### config.mk
export PLATFORM = sky130hd
export DESIGN_NAME = adc_touch_control_regs
export DESIGN_NICKNAME = d
export VERILOG_FILES = /design/src/core/adc_touch_pkg.sv /design/src/core/conv_clock_divider.sv /design/src/core/stylus_debounce.sv /design/src/core/adc_touch_control_regs.sv
export VERILOG_INCLUDE_DIRS = /design/src /design/src/core
export SDC_FILE = /design/constraint.sdc
export NUM_CORES = 1
export LEC_CHECK = 0
export BUFFER_PORTS_ARGS = -buffer_cell sky130_fd_sc_hd__buf_4
export CAP_MARGIN = 25
export CORE_ASPECT_RATIO = 1.25
export CORE_MARGIN = 1.5
export CORE_UTILIZATION = 55
export CTS_CLUSTER_SIZE = 40
export DETAILED_ROUTE_END_ITERATION = 6
export PLACE_DENSITY = 0.86
export SYNTH_ARGS = -nofsm -noshare
export SYNTH_HDL_FRONTEND = slang
export SYNTH_SLANG_ARGS = --single-unit
### constraint.sdc
create_clock -name CLK_IN -period 3.8 [get_ports CLK_IN]
set_clock_uncertainty 0.05 [all_clocks]
set_input_delay 0.76 -clock CLK_IN [delete_from_list [all_inputs] [get_ports CLK_IN]]
set_output_delay 0.76 -clock CLK_IN [all_outputs]
set_load 0.005 [all_outputs]
### src/core/adc_touch_cfg.svh
// Summary of operation
// - done flag at bit 15, read only
// - bit 14 gates the conversion divider
// - conversion clock is bus clock over N+1
// - bit 3 picks 10 or 12 bits
// - bit 2 holds converter in standby
// - start-by-read starts conversion on data read
// - start bit starts, self clears, read mode ignores
// - touch bit 8 picks stylus down or up
// - bit 7 grounds y-minus pad
// - bit 6 low powers y-plus pad
// - bit 5 grounds x-minus pad
// - bit 4 low powers x-plus pad
// - bit 3 low enables x-plus pull-up
// - bit 2 selects automatic x then y
// - bits 1:0 pick manual measurement mode
// - conversion start delayed by bus clock count
// - stylus down debounced on crystal clock count
// - auto: x to first, y to second, irq
// - standby halts, results kept
// - conversion takes five conversion clock cycles
`ifndef ADC_TOUCH_CFG_SVH
`define ADC_TOUCH_CFG_SVH

// ----------------------------------------
// register byte addresses
// ----------------------------------------
`define OFS_CONV_CTRL 32'h58000000
`define OFS_TOUCH_CTRL 32'h58000004
`define OFS_START_DELAY 32'h58000008
`define OFS_RESULT_FIRST 32'h5800000c
`define OFS_RESULT_SECOND 32'h58000010

// ----------------------------------------
// field positions and reset values
// ----------------------------------------
`define CC_DONE_BIT 15
`define CC_DIVEN_BIT 14
`define CC_DIV_HI 13
`define CC_DIV_LO 6
`define CC_RES_BIT 3
`define CC_STBY_BIT 2
`define CC_RDST_BIT 1
`define CC_START_BIT 0
`define TP_EDGE_BIT 8
`define TP_YM_BIT 7
`define TP_YP_BIT 6
`define TP_XM_BIT 5
`define TP_XP_BIT 4
`define TP_PU_BIT 3
`define TP_AUTO_BIT 2
`define TP_MS_HI 1
`define TP_MS_LO 0
`define RD_UPDN_BIT 15
`define RD_AUTO_BIT 14
`define RD_MS_HI 13
`define RD_MS_LO 12
`define CC_RESET 16'h3fc4
`define TP_RESET 9'h058
`define DLY_RESET 16'h00ff

// ----------------------------------------
// timing and channels
// ----------------------------------------
`define CONV_CYCLES 3'h5
`define CH_X_MEAS 4'h7
`define CH_Y_MEAS 4'h9

`endif

### src/core/adc_touch_pkg.sv
package adc_touch_pkg;

    // manual measurement field codes
    typedef enum logic [1:0] {
        MS_NOP = 2'h0,
        MS_X = 2'h1,
        MS_Y = 2'h2,
        MS_WAIT = 2'h3
    } measure_t;

    // sequencer states, one-hot
    typedef enum logic [2:0] {
        ST_IDLE = 3'h1,
        ST_DELAY = 3'h2,
        ST_CONV = 3'h4
    } seq_state_t;

    typedef struct packed {
        logic [7:0] cnt;
        logic tick;
        logic level;
    } div_state_t;

    typedef struct packed {
        logic [2:0] xs;
        logic xlvl;
        logic busy;
        logic [15:0] cnt;
        logic irq;
    } deb_state_t;

    typedef struct packed {
        logic div_en;
        logic [7:0] div_val;
        logic res12;
        logic standby;
        logic rd_start;
        logic start;
        logic done;
        logic [8:0] touch;
        logic [15:0] delay;
        seq_state_t st;
        logic [15:0] dcnt;
        logic [2:0] tcnt;
        logic phase_y;
        logic [11:0] res0;
        logic [11:0] res1;
        logic [31:0] prdata;
        logic [2:0] ss;
        logic stylus;
        logic soc;
        logic conv_irq;
        logic edge_ev;
    } ctl_state_t;

endpackage

### src/core/conv_clock_divider.sv
`timescale 1ns/100ps
`default_nettype none
`include "adc_touch_cfg.svh"

module conv_clock_divider (
    input wire logic clk_in, // bus clock
    input wire logic nrst_in, // async reset, active low
    input wire logic enable_in, // divider enable
    input wire logic [7:0] value_in, // division value n
    output logic tick_out, // one pulse per n+1 cycles
    output logic level_out // conversion clock level
);

    adc_touch_pkg::div_state_t s_r;
    adc_touch_pkg::div_state_t s_nxt;

    // count 0..n; disabled divider holds still so nothing converts
    always_comb begin
        s_nxt = s_r;
        s_nxt.tick = 1'b0;
        if (!enable_in) begin
            s_nxt.cnt = 8'h00;
            s_nxt.level = 1'b0;
        end else if (s_r.cnt >= value_in) begin
            s_nxt.cnt = 8'h00;
            s_nxt.tick = 1'b1;
            s_nxt.level = 1'b1;
        end else begin
            s_nxt.cnt = s_r.cnt + 8'h01;
            if (s_r.cnt == {1'b0, value_in[7:1]}) begin
                s_nxt.level = 1'b0;
            end
        end
    end

    // state register
    always_ff @(posedge clk_in or negedge nrst_in) begin
        if (!nrst_in) begin
            s_r <= '0;
        end else begin
            s_r <= s_nxt;
        end
    end

    assign tick_out = s_r.tick;
    assign level_out = s_r.level;

endmodule // conv_clock_divider
`default_nettype wire

### src/core/stylus_debounce.sv
`timescale 1ns/100ps
`default_nettype none

module stylus_debounce (
    input wire logic clk_in, // bus clock
    input wire logic nrst_in, // async reset, active low
    input wire logic xtal_in, // crystal clock pin, sampled
    input wire logic arm_in, // waiting-for-touch mode
    input wire logic trig_in, // stylus event, one cycle
    input wire logic [15:0] delay_in, // edges to count
    output logic irq_out // touch event pulse
);

    adc_touch_pkg::deb_state_t s_r;
    adc_touch_pkg::deb_state_t s_nxt;
    logic xedge;

    // crystal is slow and foreign: three stages, count once two agree
    always_comb begin
        s_nxt = s_r;
        s_nxt.irq = 1'b0;
        s_nxt.xs = {s_r.xs[1:0], xtal_in};
        xedge = 1'b0;
        if (s_r.xs[1] == s_r.xs[2]) begin
            s_nxt.xlvl = s_r.xs[2];
            xedge = s_r.xs[2] & ~s_r.xlvl;
        end
        if (!arm_in) begin
            s_nxt.busy = 1'b0;
        end else if (trig_in && !s_r.busy) begin
            s_nxt.busy = 1'b1;
            s_nxt.cnt = delay_in;
        end else if (s_r.busy && xedge) begin
            if (s_r.cnt <= 16'h0001) begin
                s_nxt.busy = 1'b0;
                s_nxt.irq = 1'b1;
            end else begin
                s_nxt.cnt = s_r.cnt - 16'h0001;
            end
        end
    end

    // state register
    always_ff @(posedge clk_in or negedge nrst_in) begin
        if (!nrst_in) begin
            s_r <= '0;
        end else begin
            s_r <= s_nxt;
        end
    end

    assign irq_out = s_r.irq;

endmodule // stylus_debounce
`default_nettype wire

### src/core/adc_touch_control_regs.sv
`timescale 1ns/100ps
`default_nettype none
`include "adc_touch_cfg.svh"

module adc_touch_control_regs (
    input wire logic CLK_IN, // bus clock, 20 MHz
    input wire logic NRST_IN, // async reset, active low
    input wire logic PSEL_IN, // apb select
    input wire logic PENABLE_IN, // apb enable
    input wire logic PWRITE_IN, // apb direction
    input wire logic [31:0] PADDR_IN, // apb byte address
    input wire logic [31:0] PWDATA_IN, // apb write data
    output logic [31:0] PRDATA_OUT, // apb read data
    output logic PREADY_OUT, // apb ready
    output logic PSLVERR_OUT, // apb error, unmapped
    input wire logic [11:0] ADC_DATA_IN, // converter raw result
    input wire logic [3:0] NORMAL_CHAN_IN, // channel for normal mode
    input wire logic STYLUS_DOWN_IN, // panel comparator, high pressed
    input wire logic XTAL_IN, // external crystal clock pin
    output logic CONV_CLK_OUT, // conversion clock
    output logic CONV_START_OUT, // start of conversion pulse
    output logic CONV_BUSY_OUT, // conversion sequence running
    output logic RES12_OUT, // 12-bit resolution select
    output logic STANDBY_OUT, // analog standby
    output logic [3:0] CHANNEL_OUT, // analog input select
    output logic YM_GROUND_OUT, // y-minus to ground
    output logic YP_SUPPLY_N_OUT, // y-plus to supply, low on
    output logic XM_GROUND_OUT, // x-minus to ground
    output logic XP_SUPPLY_N_OUT, // x-plus to supply, low on
    output logic XP_PULLUP_N_OUT, // x-plus pull-up, low on
    output logic CONV_IRQ_OUT, // conversion done pulse
    output logic TOUCH_IRQ_OUT // debounced touch pulse
);

    // ----------------------------------------
    // decode helpers
    // ----------------------------------------

    // one-hot select: ctrl, touch, delay, first, second
    function automatic logic [4:0] reg_sel(input logic [31:0] addr);
        logic [4:0] sel;
        sel = 5'h00;
        case (addr)
            `OFS_CONV_CTRL: sel = 5'h01;
            `OFS_TOUCH_CTRL: sel = 5'h02;
            `OFS_START_DELAY: sel = 5'h04;
            `OFS_RESULT_FIRST: sel = 5'h08;
            `OFS_RESULT_SECOND: sel = 5'h10;
            default: sel = 5'h00;
        endcase
        return sel;
    endfunction

    // result word with mode mirrors above the data
    function automatic logic [31:0] result_word(input logic [11:0] data, input logic updn,
                                                input logic [8:0] tp);
        logic [31:0] w;
        w = 32'h00000000;
        w[11:0] = data;
        w[`RD_UPDN_BIT] = updn;
        w[`RD_AUTO_BIT] = tp[`TP_AUTO_BIT];
        w[`RD_MS_HI:`RD_MS_LO] = tp[`TP_MS_HI:`TP_MS_LO];
        return w;
    endfunction

    // ----------------------------------------
    // state and submodules
    // ----------------------------------------

    adc_touch_pkg::ctl_state_t s_r;
    adc_touch_pkg::ctl_state_t s_nxt;
    adc_touch_pkg::measure_t mode;
    logic conv_tick;
    logic conv_lvl;
    logic touch_irq;
    logic setup_ph;
    logic access_ph;
    logic [4:0] sel;
    logic wr_ctrl;
    logic wr_touch;
    logic wr_delay;
    logic rd_result;
    logic go;
    logic auto_on;
    logic [11:0] sample;

    conv_clock_divider u_div (
        .clk_in(CLK_IN),
        .nrst_in(NRST_IN),
        .enable_in(s_r.div_en),
        .value_in(s_r.div_val),
        .tick_out(conv_tick),
        .level_out(conv_lvl)
    );

    stylus_debounce u_deb (
        .clk_in(CLK_IN),
        .nrst_in(NRST_IN),
        .xtal_in(XTAL_IN),
        .arm_in(mode == adc_touch_pkg::MS_WAIT),
        .trig_in(s_r.edge_ev),
        .delay_in(s_r.delay),
        .irq_out(touch_irq)
    );

    // ----------------------------------------
    // bus decode
    // ----------------------------------------

    // zero wait states: read data is latched in the setup cycle
    assign setup_ph = PSEL_IN & ~PENABLE_IN;
    assign access_ph = PSEL_IN & PENABLE_IN;
    assign sel = reg_sel(PADDR_IN);
    assign wr_ctrl = access_ph & PWRITE_IN & sel[0];
    assign wr_touch = access_ph & PWRITE_IN & sel[1];
    assign wr_delay = access_ph & PWRITE_IN & sel[2];
    assign rd_result = access_ph & ~PWRITE_IN & (sel[3] | sel[4]);
    assign mode = adc_touch_pkg::measure_t'(s_r.touch[`TP_MS_HI:`TP_MS_LO]);
    assign auto_on = s_r.touch[`TP_AUTO_BIT];

    // start source: read-start mode masks the start bit
    always_comb begin
        if (s_r.rd_start) begin
            go = rd_result;
        end else begin
            go = s_r.start;
        end
    end

    // 10-bit mode keeps the top ten bits of the sample
    assign sample = s_r.res12 ? ADC_DATA_IN : {2'h0, ADC_DATA_IN[11:2]};

    // ----------------------------------------
    // next state
    // ----------------------------------------

    always_comb begin
        s_nxt = s_r;
        s_nxt.soc = 1'b0;
        s_nxt.conv_irq = 1'b0;
        s_nxt.edge_ev = 1'b0;

        // stylus pin: three stages, change taken when two agree
        s_nxt.ss = {s_r.ss[1:0], STYLUS_DOWN_IN};
        if (s_r.ss[1] == s_r.ss[2]) begin
            s_nxt.stylus = s_r.ss[2];
            if (s_r.ss[2] != s_r.stylus) begin
                // edge select: 0 waits for press, 1 for release
                s_nxt.edge_ev = s_r.touch[`TP_EDGE_BIT] ? ~s_r.ss[2] : s_r.ss[2];
            end
        end

        // register writes; done flag is not writable
        if (wr_ctrl) begin
            s_nxt.div_en = PWDATA_IN[`CC_DIVEN_BIT];
            s_nxt.div_val = PWDATA_IN[`CC_DIV_HI:`CC_DIV_LO];
            s_nxt.res12 = PWDATA_IN[`CC_RES_BIT];
            s_nxt.standby = PWDATA_IN[`CC_STBY_BIT];
            s_nxt.rd_start = PWDATA_IN[`CC_RDST_BIT];
            s_nxt.start = PWDATA_IN[`CC_START_BIT];
        end
        if (wr_touch) begin
            s_nxt.touch = PWDATA_IN[8:0];
        end
        if (wr_delay) begin
            s_nxt.delay = PWDATA_IN[15:0];
        end

        // read data captured in setup, held through access
        if (setup_ph) begin
            s_nxt.prdata = 32'h00000000;
            case (sel)
                5'h01: begin
                    s_nxt.prdata[`CC_DONE_BIT] = s_r.done;
                    s_nxt.prdata[`CC_DIVEN_BIT] = s_r.div_en;
                    s_nxt.prdata[`CC_DIV_HI:`CC_DIV_LO] = s_r.div_val;
                    s_nxt.prdata[`CC_RES_BIT] = s_r.res12;
                    s_nxt.prdata[`CC_STBY_BIT] = s_r.standby;
                    s_nxt.prdata[`CC_RDST_BIT] = s_r.rd_start;
                    s_nxt.prdata[`CC_START_BIT] = s_r.start;
                end
                5'h02: s_nxt.prdata[8:0] = s_r.touch;
                5'h04: s_nxt.prdata[15:0] = s_r.delay;
                5'h08: s_nxt.prdata = result_word(s_r.res0, ~s_r.stylus, s_r.touch);
                5'h10: s_nxt.prdata = result_word(s_r.res1, ~s_r.stylus, s_r.touch);
                default: s_nxt.prdata = 32'h00000000;
            endcase
        end

        // sequencer
        if (s_r.standby) begin
            // halted; results stay as they were
            s_nxt.st = adc_touch_pkg::ST_IDLE;
            s_nxt.phase_y = 1'b0;
        end else begin
            case (s_r.st)
                adc_touch_pkg::ST_IDLE: begin
                    if (go && mode != adc_touch_pkg::MS_WAIT) begin
                        s_nxt.st = adc_touch_pkg::ST_DELAY;
                        s_nxt.dcnt = s_r.delay;
                        s_nxt.done = 1'b0;
                        s_nxt.phase_y = 1'b0;
                        s_nxt.start = 1'b0;
                    end
                end
                adc_touch_pkg::ST_DELAY: begin
                    // a zero delay behaves like one cycle
                    if (s_r.dcnt <= 16'h0001) begin
                        s_nxt.st = adc_touch_pkg::ST_CONV;
                        s_nxt.tcnt = 3'h0;
                        s_nxt.soc = 1'b1;
                    end else begin
                        s_nxt.dcnt = s_r.dcnt - 16'h0001;
                    end
                end
                adc_touch_pkg::ST_CONV: begin
                    if (conv_tick) begin
                        if (s_r.tcnt == `CONV_CYCLES - 3'h1) begin
                            if (s_r.phase_y || (!auto_on && mode == adc_touch_pkg::MS_Y)) begin
                                s_nxt.res1 = sample;
                            end else begin
                                s_nxt.res0 = sample;
                            end
                            if (auto_on && !s_r.phase_y) begin
                                // auto: move on to y by itself
                                s_nxt.phase_y = 1'b1;
                                s_nxt.st = adc_touch_pkg::ST_DELAY;
                                s_nxt.dcnt = s_r.delay;
                            end else begin
                                s_nxt.st = adc_touch_pkg::ST_IDLE;
                                s_nxt.phase_y = 1'b0;
                                s_nxt.done = 1'b1;
                                s_nxt.conv_irq = 1'b1;
                            end
                        end else begin
                            s_nxt.tcnt = s_r.tcnt + 3'h1;
                        end
                    end
                end
                default: s_nxt.st = adc_touch_pkg::ST_IDLE;
            endcase
        end

        // a start write in the same cycle as the clear still counts
        if (wr_ctrl && PWDATA_IN[`CC_START_BIT]) begin
            s_nxt.start = 1'b1;
        end
    end

    // ----------------------------------------
    // state register
    // ----------------------------------------

    // reset values come straight from the register reset words
    always_ff @(posedge CLK_IN or negedge NRST_IN) begin
        if (!NRST_IN) begin
            s_r <= '0;
            s_r.div_en <= 1'(`CC_RESET >> `CC_DIVEN_BIT);
            s_r.div_val <= 8'(`CC_RESET >> `CC_DIV_LO);
            s_r.res12 <= 1'(`CC_RESET >> `CC_RES_BIT);
            s_r.standby <= 1'(`CC_RESET >> `CC_STBY_BIT);
            s_r.rd_start <= 1'(`CC_RESET >> `CC_RDST_BIT);
            s_r.start <= 1'(`CC_RESET >> `CC_START_BIT);
            s_r.done <= 1'b0;
            s_r.touch <= `TP_RESET;
            s_r.delay <= `DLY_RESET;
            s_r.st <= adc_touch_pkg::ST_IDLE;
        end else begin
            s_r <= s_nxt;
        end
    end

    // ----------------------------------------
    // outputs
    // ----------------------------------------

    assign PRDATA_OUT = s_r.prdata;
    assign PREADY_OUT = access_ph;
    assign PSLVERR_OUT = access_ph & (sel == 5'h00);
    assign CONV_CLK_OUT = conv_lvl;
    assign CONV_START_OUT = s_r.soc;
    assign CONV_BUSY_OUT = s_r.st != adc_touch_pkg::ST_IDLE;
    assign RES12_OUT = s_r.res12;
    assign STANDBY_OUT = s_r.standby;
    assign CONV_IRQ_OUT = s_r.conv_irq;
    assign TOUCH_IRQ_OUT = touch_irq;
    assign XP_PULLUP_N_OUT = s_r.touch[`TP_PU_BIT];

    // auto sequence drives the pads itself; otherwise software bits
    always_comb begin
        YM_GROUND_OUT = s_r.touch[`TP_YM_BIT];
        YP_SUPPLY_N_OUT = s_r.touch[`TP_YP_BIT];
        XM_GROUND_OUT = s_r.touch[`TP_XM_BIT];
        XP_SUPPLY_N_OUT = s_r.touch[`TP_XP_BIT];
        CHANNEL_OUT = NORMAL_CHAN_IN;
        if (auto_on && CONV_BUSY_OUT) begin
            YM_GROUND_OUT = s_r.phase_y;
            YP_SUPPLY_N_OUT = ~s_r.phase_y;
            XM_GROUND_OUT = ~s_r.phase_y;
            XP_SUPPLY_N_OUT = s_r.phase_y;
            CHANNEL_OUT = s_r.phase_y ? `CH_Y_MEAS : `CH_X_MEAS;
        end else if (mode == adc_touch_pkg::MS_X) begin
            CHANNEL_OUT = `CH_X_MEAS;
        end else if (mode == adc_touch_pkg::MS_Y) begin
            CHANNEL_OUT = `CH_Y_MEAS;
        end
    end

endmodule // adc_touch_control_regs
`default_nettype wire

# Word-level counts from Yosys, hierarchy flattened
# Index checks and enable logic that the tools add are counted.
[word_totals]
input_bits = 87
elab_cells = 190
regBits = 141
out_inout_bits = 50
[op_classes]
n_bitwise = 19
n_reduce_logical = 26
n_mux = 70
eq_ne = 39
magnitude_cmp = 3
addsub = 4
[op_table]
columns = ["cell", "n"]
rows = [
  ["$eq 32x31->1 const B", 5],
  ["$mux 16", 3],
  ["$pmux 16 s3", 1],
  ["$mux 47", 1],
  ["$mux 19", 2],
  ["$mux 12", 3],
  ["$mux 1", 34],
  ["$le 16x1->1 const B", 2],
  ["$sub 16x1->16 const B", 2],
  ["$pmux 7 s4", 1],
  ["$mux 25", 1],
  ["$pmux 5 s5", 1],
  ["$pmux 4 s5", 1],
  ["$mux 18", 1],
  ["$mux 17", 1],
  ["$mux 4", 4],
  ["$mux 8", 2],
  ["$ne 2x2->1 const B", 8],
  ["$ne 3x3->1 const B", 5],
  ["$pmux 3 s5", 1],
  ["$reduce_and 5->1", 3],
  ["$mux 3", 4],
  ["$and 1x1->1", 10],
  ["$pmux 3 s3", 1],
  ["36 further kinds", 64],
]

# Depth between registers and ports, before layout
[logic_depth]
word_depth = 10
ltp_mapped = 9
depth_no_buf = 8

# By module
# From an unflattened synthesis, not the netlist that was laid out.
[unflattened]
hier_cells = 798
hier_area_um2 = 7971.4
[by_module_without_submodules]
columns = ["module", "cells_each", "area_each_um2", "seq_area_each_um2", "instances"]
rows = [
  ["adc_touch_control_regs", 587, 5978.2, 2753.9, 1],
  ["stylus_debounce", 138, 1305.0, 550.5, 1],
  ["conv_clock_divider", 73, 688.2, 250.2, 1],
]

# Worst setup path after synthesis
# OpenSTA, ideal clock, no wires.
[synth_path]
path_type = "input-to-output"
start = "input PADDR_IN[3]"
end = "output PSLVERR_OUT"
setup_slack_ns = 1.121
required_ns = 2.990
arrival_time_ns = 1.869
n_path_buf = 1
cell_stages = 6
path_cell_list = "clkbuf_1 -> nor2_2 -> nand2_1 -> nor2_1 -> o21ai_0 -> and2_1"
[synth_via]
elab_chain_len = 4
word_cells_on_any_way = 8
cone_classes = "eq/ne (5); mux (1); bitwise (1); reduce/logical (1)"
[synth_rtl]
columns = ["element", "line_no", "source"]
rows = [
  ["from (decl)", "adc_touch_control_regs.sv:11", "input wire logic [31:0] PADDR_IN,"],
  ["$eq 32x31->1", "adc_touch_control_regs.sv:43", "case (addr)"],
  ["$pmux 5 s5 (*)", "adc_touch_control_regs.sv:43", ""],
  ["$logic_not 5->1 (*)", "adc_touch_control_regs.sv:279", "assign PSLVERR_OUT = access_ph & (sel == 5'h00);"],
  ["$and 1x1->1 (*)", "adc_touch_control_regs.sv:279", ""],
  ["to (decl)", "adc_touch_control_regs.sv:15", "output logic PSLVERR_OUT,"],
]
# Mark *: on every way between the ends. The rest lies on a longest branch, timed or not.

# Worst setup path in the final report
# Ends and elaborated chain as after synthesis.

==> results.sh <==
export IMPL_cp_max_fo=17
export IMPL_fin_area_um2=9042
export IMPL_yosys_top_cells_area="dfrtp_1 (39%), dfstp_2 (7.2%), o21ai_0 (5.5%), mux2_2 (4.2%), nor2_1 (3.8%)"
export IMPL_seqCellArea_um2=3555
export IMPL_postCtsResizedCells=0
export IMPL_yosys_area_top_type="dfrtp_1"
export IMPL_cts_buffers_inserted=17
export IMPL_antenna_found_initial=0
export IMPL_postCtsSetupBuffers=0
export IMPL_die_h_um=135.2
export IMPL_grt_usage=0.2937
export IMPL_drt_pass1_iterations=5
export IMPL_period_needed_ns=2.970
export IMPL_cts_hold_buf=0
export IMPL_fin_crit_sh=0.7817
export IMPL_num_antenna_cells=0
export IMPL_multi_input_area_um2=3677
export IMPL_cp_start_kind="primary input"
export IMPL_synthCells=791
export IMPL_initial_core_util=0.5592
export IMPL_clk_path_buf_depth=2
export IMPL_tritoncts="done"
export IMPL_async_reset_ff_frac=1.000
export IMPL_synth_edff_count=0
export IMPL_totalPowerFinal_mw=3.407
export IMPL_critPathCaptureType="output pin"
export IMPL_synth_top_area_share=0.3904
export IMPL_ys_seq_area_frac=0.4622
export IMPL_synthesis_area_um2=7691
export IMPL_drc=0
export IMPL_finalHoldViolations=0
export IMPL_fillers=1012
export IMPL_setup_ws_ns=0.8296
export IMPL_setup_viol=0
export IMPL_cp_startpoint="PADDR_IN[3]"
export IMPL_areaGrowthSynthToFinish_pct=17.57
export IMPL_ys_flop_type="dfrtp_1"
export IMPL_row_count=48
export IMPL_max_stage_delay_ns=0.33
export IMPL_yosys_cell_types_count=74
export IMPL_rr_worst_depth=6
export IMPL_fin_setup_tns_ns=0
export IMPL_htreeDepth=4
export IMPL_r2r_setup_slack_ns=1.16
export IMPL_p_per_area_nw_per_um2=376.7
export IMPL_cp_slowest_cell="nor2_1"
export IMPL_leakagePower_nw=4.113
export IMPL_grt_overflow_total=0
export IMPL_crit_family="simple AND/OR/NAND/NOR gates"
export IMPL_drt_vias_per_instance=6.196
export IMPL_grt_first_pass_wirelength_mm=32.62
export IMPL_vdd_drop_max_mv=0.2932
export IMPL_root_buffer="clkbuf_16"
export IMPL_worstPathRequired_ns=2.99
export IMPL_grt_pass1_vias=6292
export IMPL_grt_busiest_layer="met2"
export IMPL_critPathKind="in -> out"
export IMPL_ys_ff_latch=141
export IMPL_dpl_instance_area_um2=8431
export IMPL_maxCapViolations=0
export IMPL_dpl_worst_slack_ns=0.7564
export IMPL_vias=6549
export IMPL_r2r_end="s_r[65]"
export IMPL_insertion_delay_ns=0.42
export IMPL_antenna_left=0
export IMPL_slew_headroom=0.2742
export IMPL_grt_max_degree=73
export IMPL_die_area_um2=14710
export IMPL_clk_pin_slew_worst_paths_ns=0.06
export IMPL_cts_sinks=141
export IMPL_max_freq_mhz=336.7
export IMPL_num_io_pins=137
export IMPL_use_met2=0.4878
export IMPL_rsz0062_at_grt="false"
export IMPL_crit_arrival_ns=2.16
export IMPL_die_x_um=108.8
export IMPL_drt_iter0_drc=629
export IMPL_dp_hpwl_mm=14.71
export IMPL_min_path_type="in -> async"
export IMPL_port_buffers=104
export IMPL_wl_per_cell_um=19.62
export IMPL_fin_nets=971
export IMPL_finalWirelength_mm=20.74
export IMPL_place_gp_congestion=0.9291
export IMPL_met3_usage=0.05868
export IMPL_yosysWarnings=0
export IMPL_drive_gt1_frac=0.2574
export IMPL_worst_slew_pin_slew_ns=1.085
export IMPL_r2r_start="s_r[77]"
export IMPL_crit_cells=8
export IMPL_whs_ns=0.2751
export IMPL_syn_area_per_cell_um2=9.723
export IMPL_drv_slew=0
export IMPL_cp_buffers_inverters=3
export IMPL_coreArea_um2=13750
export IMPL_crit_path_frequent_cell="buf_4"
export IMPL_use_met1=0.3564
export IMPL_status="finished, final reports clean"
export IMPL_worstPathCellList="buf_4, nor2_2, buf_4, nand2_1, nor2_1, o21ai_0, and2_1, buf_4"
## registers in the layout (all words and copies together) (netlist names)
| name | flops |
|---|---|
| CONV_IRQ_OUT | 1 |
| CONV_START_OUT | 1 |
| PRDATA_OUT | 16 |
| RES12_OUT | 1 |
| STANDBY_OUT | 1 |
| XP_PULLUP_N_OUT | 1 |
| auto_on | 1 |
| mode | 2 |
| s_nxt | 2 |
| s_r | 83 |
| u_deb.irq_out | 1 |
| u_deb.s_nxt | 2 |
| u_deb.s_r | 19 |
| u_div.level_out | 1 |
| u_div.s_r | 8 |
| u_div.tick_out | 1 |
## power breakdown
part	switching, mW	internal, mW
Sequential	0.00855	1.51
Combinational	0.0976	0.0858
Clock	0.689	1.01
## worst max-delay path by stage
stage	endpoint	slack, ns
floorplan	PSLVERR_OUT	1.12
CTS	PSLVERR_OUT	0.84
finish	PSLVERR_OUT	0.83
global placement	s_r[97]	0.78
detailed placement	s_r[94]	0.76
global route	PSLVERR_OUT	0.75
## worst reg2reg max path: cells and delay by family, from the launching register on
kind / cells / cell delay, ns
AO/OA/AOI/OAI: 3 / 0.76
flip-flops: 1 / 0.41
AND/OR/NAND/NOR: 3 / 1.32
## synth_stat cells, drive strengths merged (3+ instances only)
master	count
o21bai	3
nand3	15
o21a	6
nor3b	5
and2	7
nor4	14
xor2	12
mux4	7
or3	6
mux2i	11
a21oi	47
o21ai	87
a32oi	5
nor3	14
nor4b	4
o31ai	3
and3	6
nand4	5
or2	3
nor2	79
mux2	37
o211ai	4
buf	44
dfrtp	120
nand2	63
o2bb2ai	4
o22ai	4
a221oi	6
nand2b	4
a22o	3
a211oi	5
inv	28
a22oi	31
nor2b	7
ha	15
dfstp	21
clkbuf	28
## cell type report
type	instances	area share
clock buffer	20	0.05410
clock inverter	12	0.01356
inverter	28	0.01162
multi-input combinational	565	0.4067
sequential	141	0.3931
tap	175	0.02421
timing repair buffer	116	0.09672
## metal layers
layer | part of all wire | wire [um] | vias up
li1 | - | - | 2970
met1 | 0.37 | 7745 | 3183
met2 | 0.52 | 10690 | 325
met3 | 0.064 | 1336 | 71
met4 | 0.046 | 960 | 0
met5 | 0 | 0 | -
## kinds of logic (layout without fill, tap and decap cells)
kind of cell    after synthesis  after routing  synth area share
compound gates              223            223            0.1783
mux                          55             55           0.09289
other cells                   1             16         0.0004876
simple gates                241            241            0.1567
flops                       141            141            0.4622
buf+inv                     100            176           0.06767
xor+xnor                     13             13           0.01480
fa+ha+maj                    17             17           0.02701
## placed cells by master, fill, tap and decap left out, drive strengths merged, types with 5 or more instances in the layout
cell type / count
nor4: 14
nor3: 14
nor2b: 7
a32oi: 5
mux2i: 11
o21ai: 87
mux2: 37
conb: 16
ha: 15
a21oi: 47
o21a: 6
mux4: 7
nor2: 79
a221oi: 6
a211oi: 5
dfstp: 21
nand2: 63
and2: 7
inv: 33
clkbuf: 20
dfrtp: 120
and3: 6
a22oi: 31
nand4: 5
buf: 116
or3: 6
xor2: 12
nand3: 15
nor3b: 5
## metrics by stage
stage / cells / util
6_report: 1057 / 0.6575
5_1_grt: 1057 / 0.6575
4_1_cts: 1057 / 0.6575
3_5_place_dp: 1025 / 0.6130
3_3_place_gp: 1025 / 0.6130
2_1_floorplan: 806 / -
No activity file was read; power rests on OpenSTA's default activity.
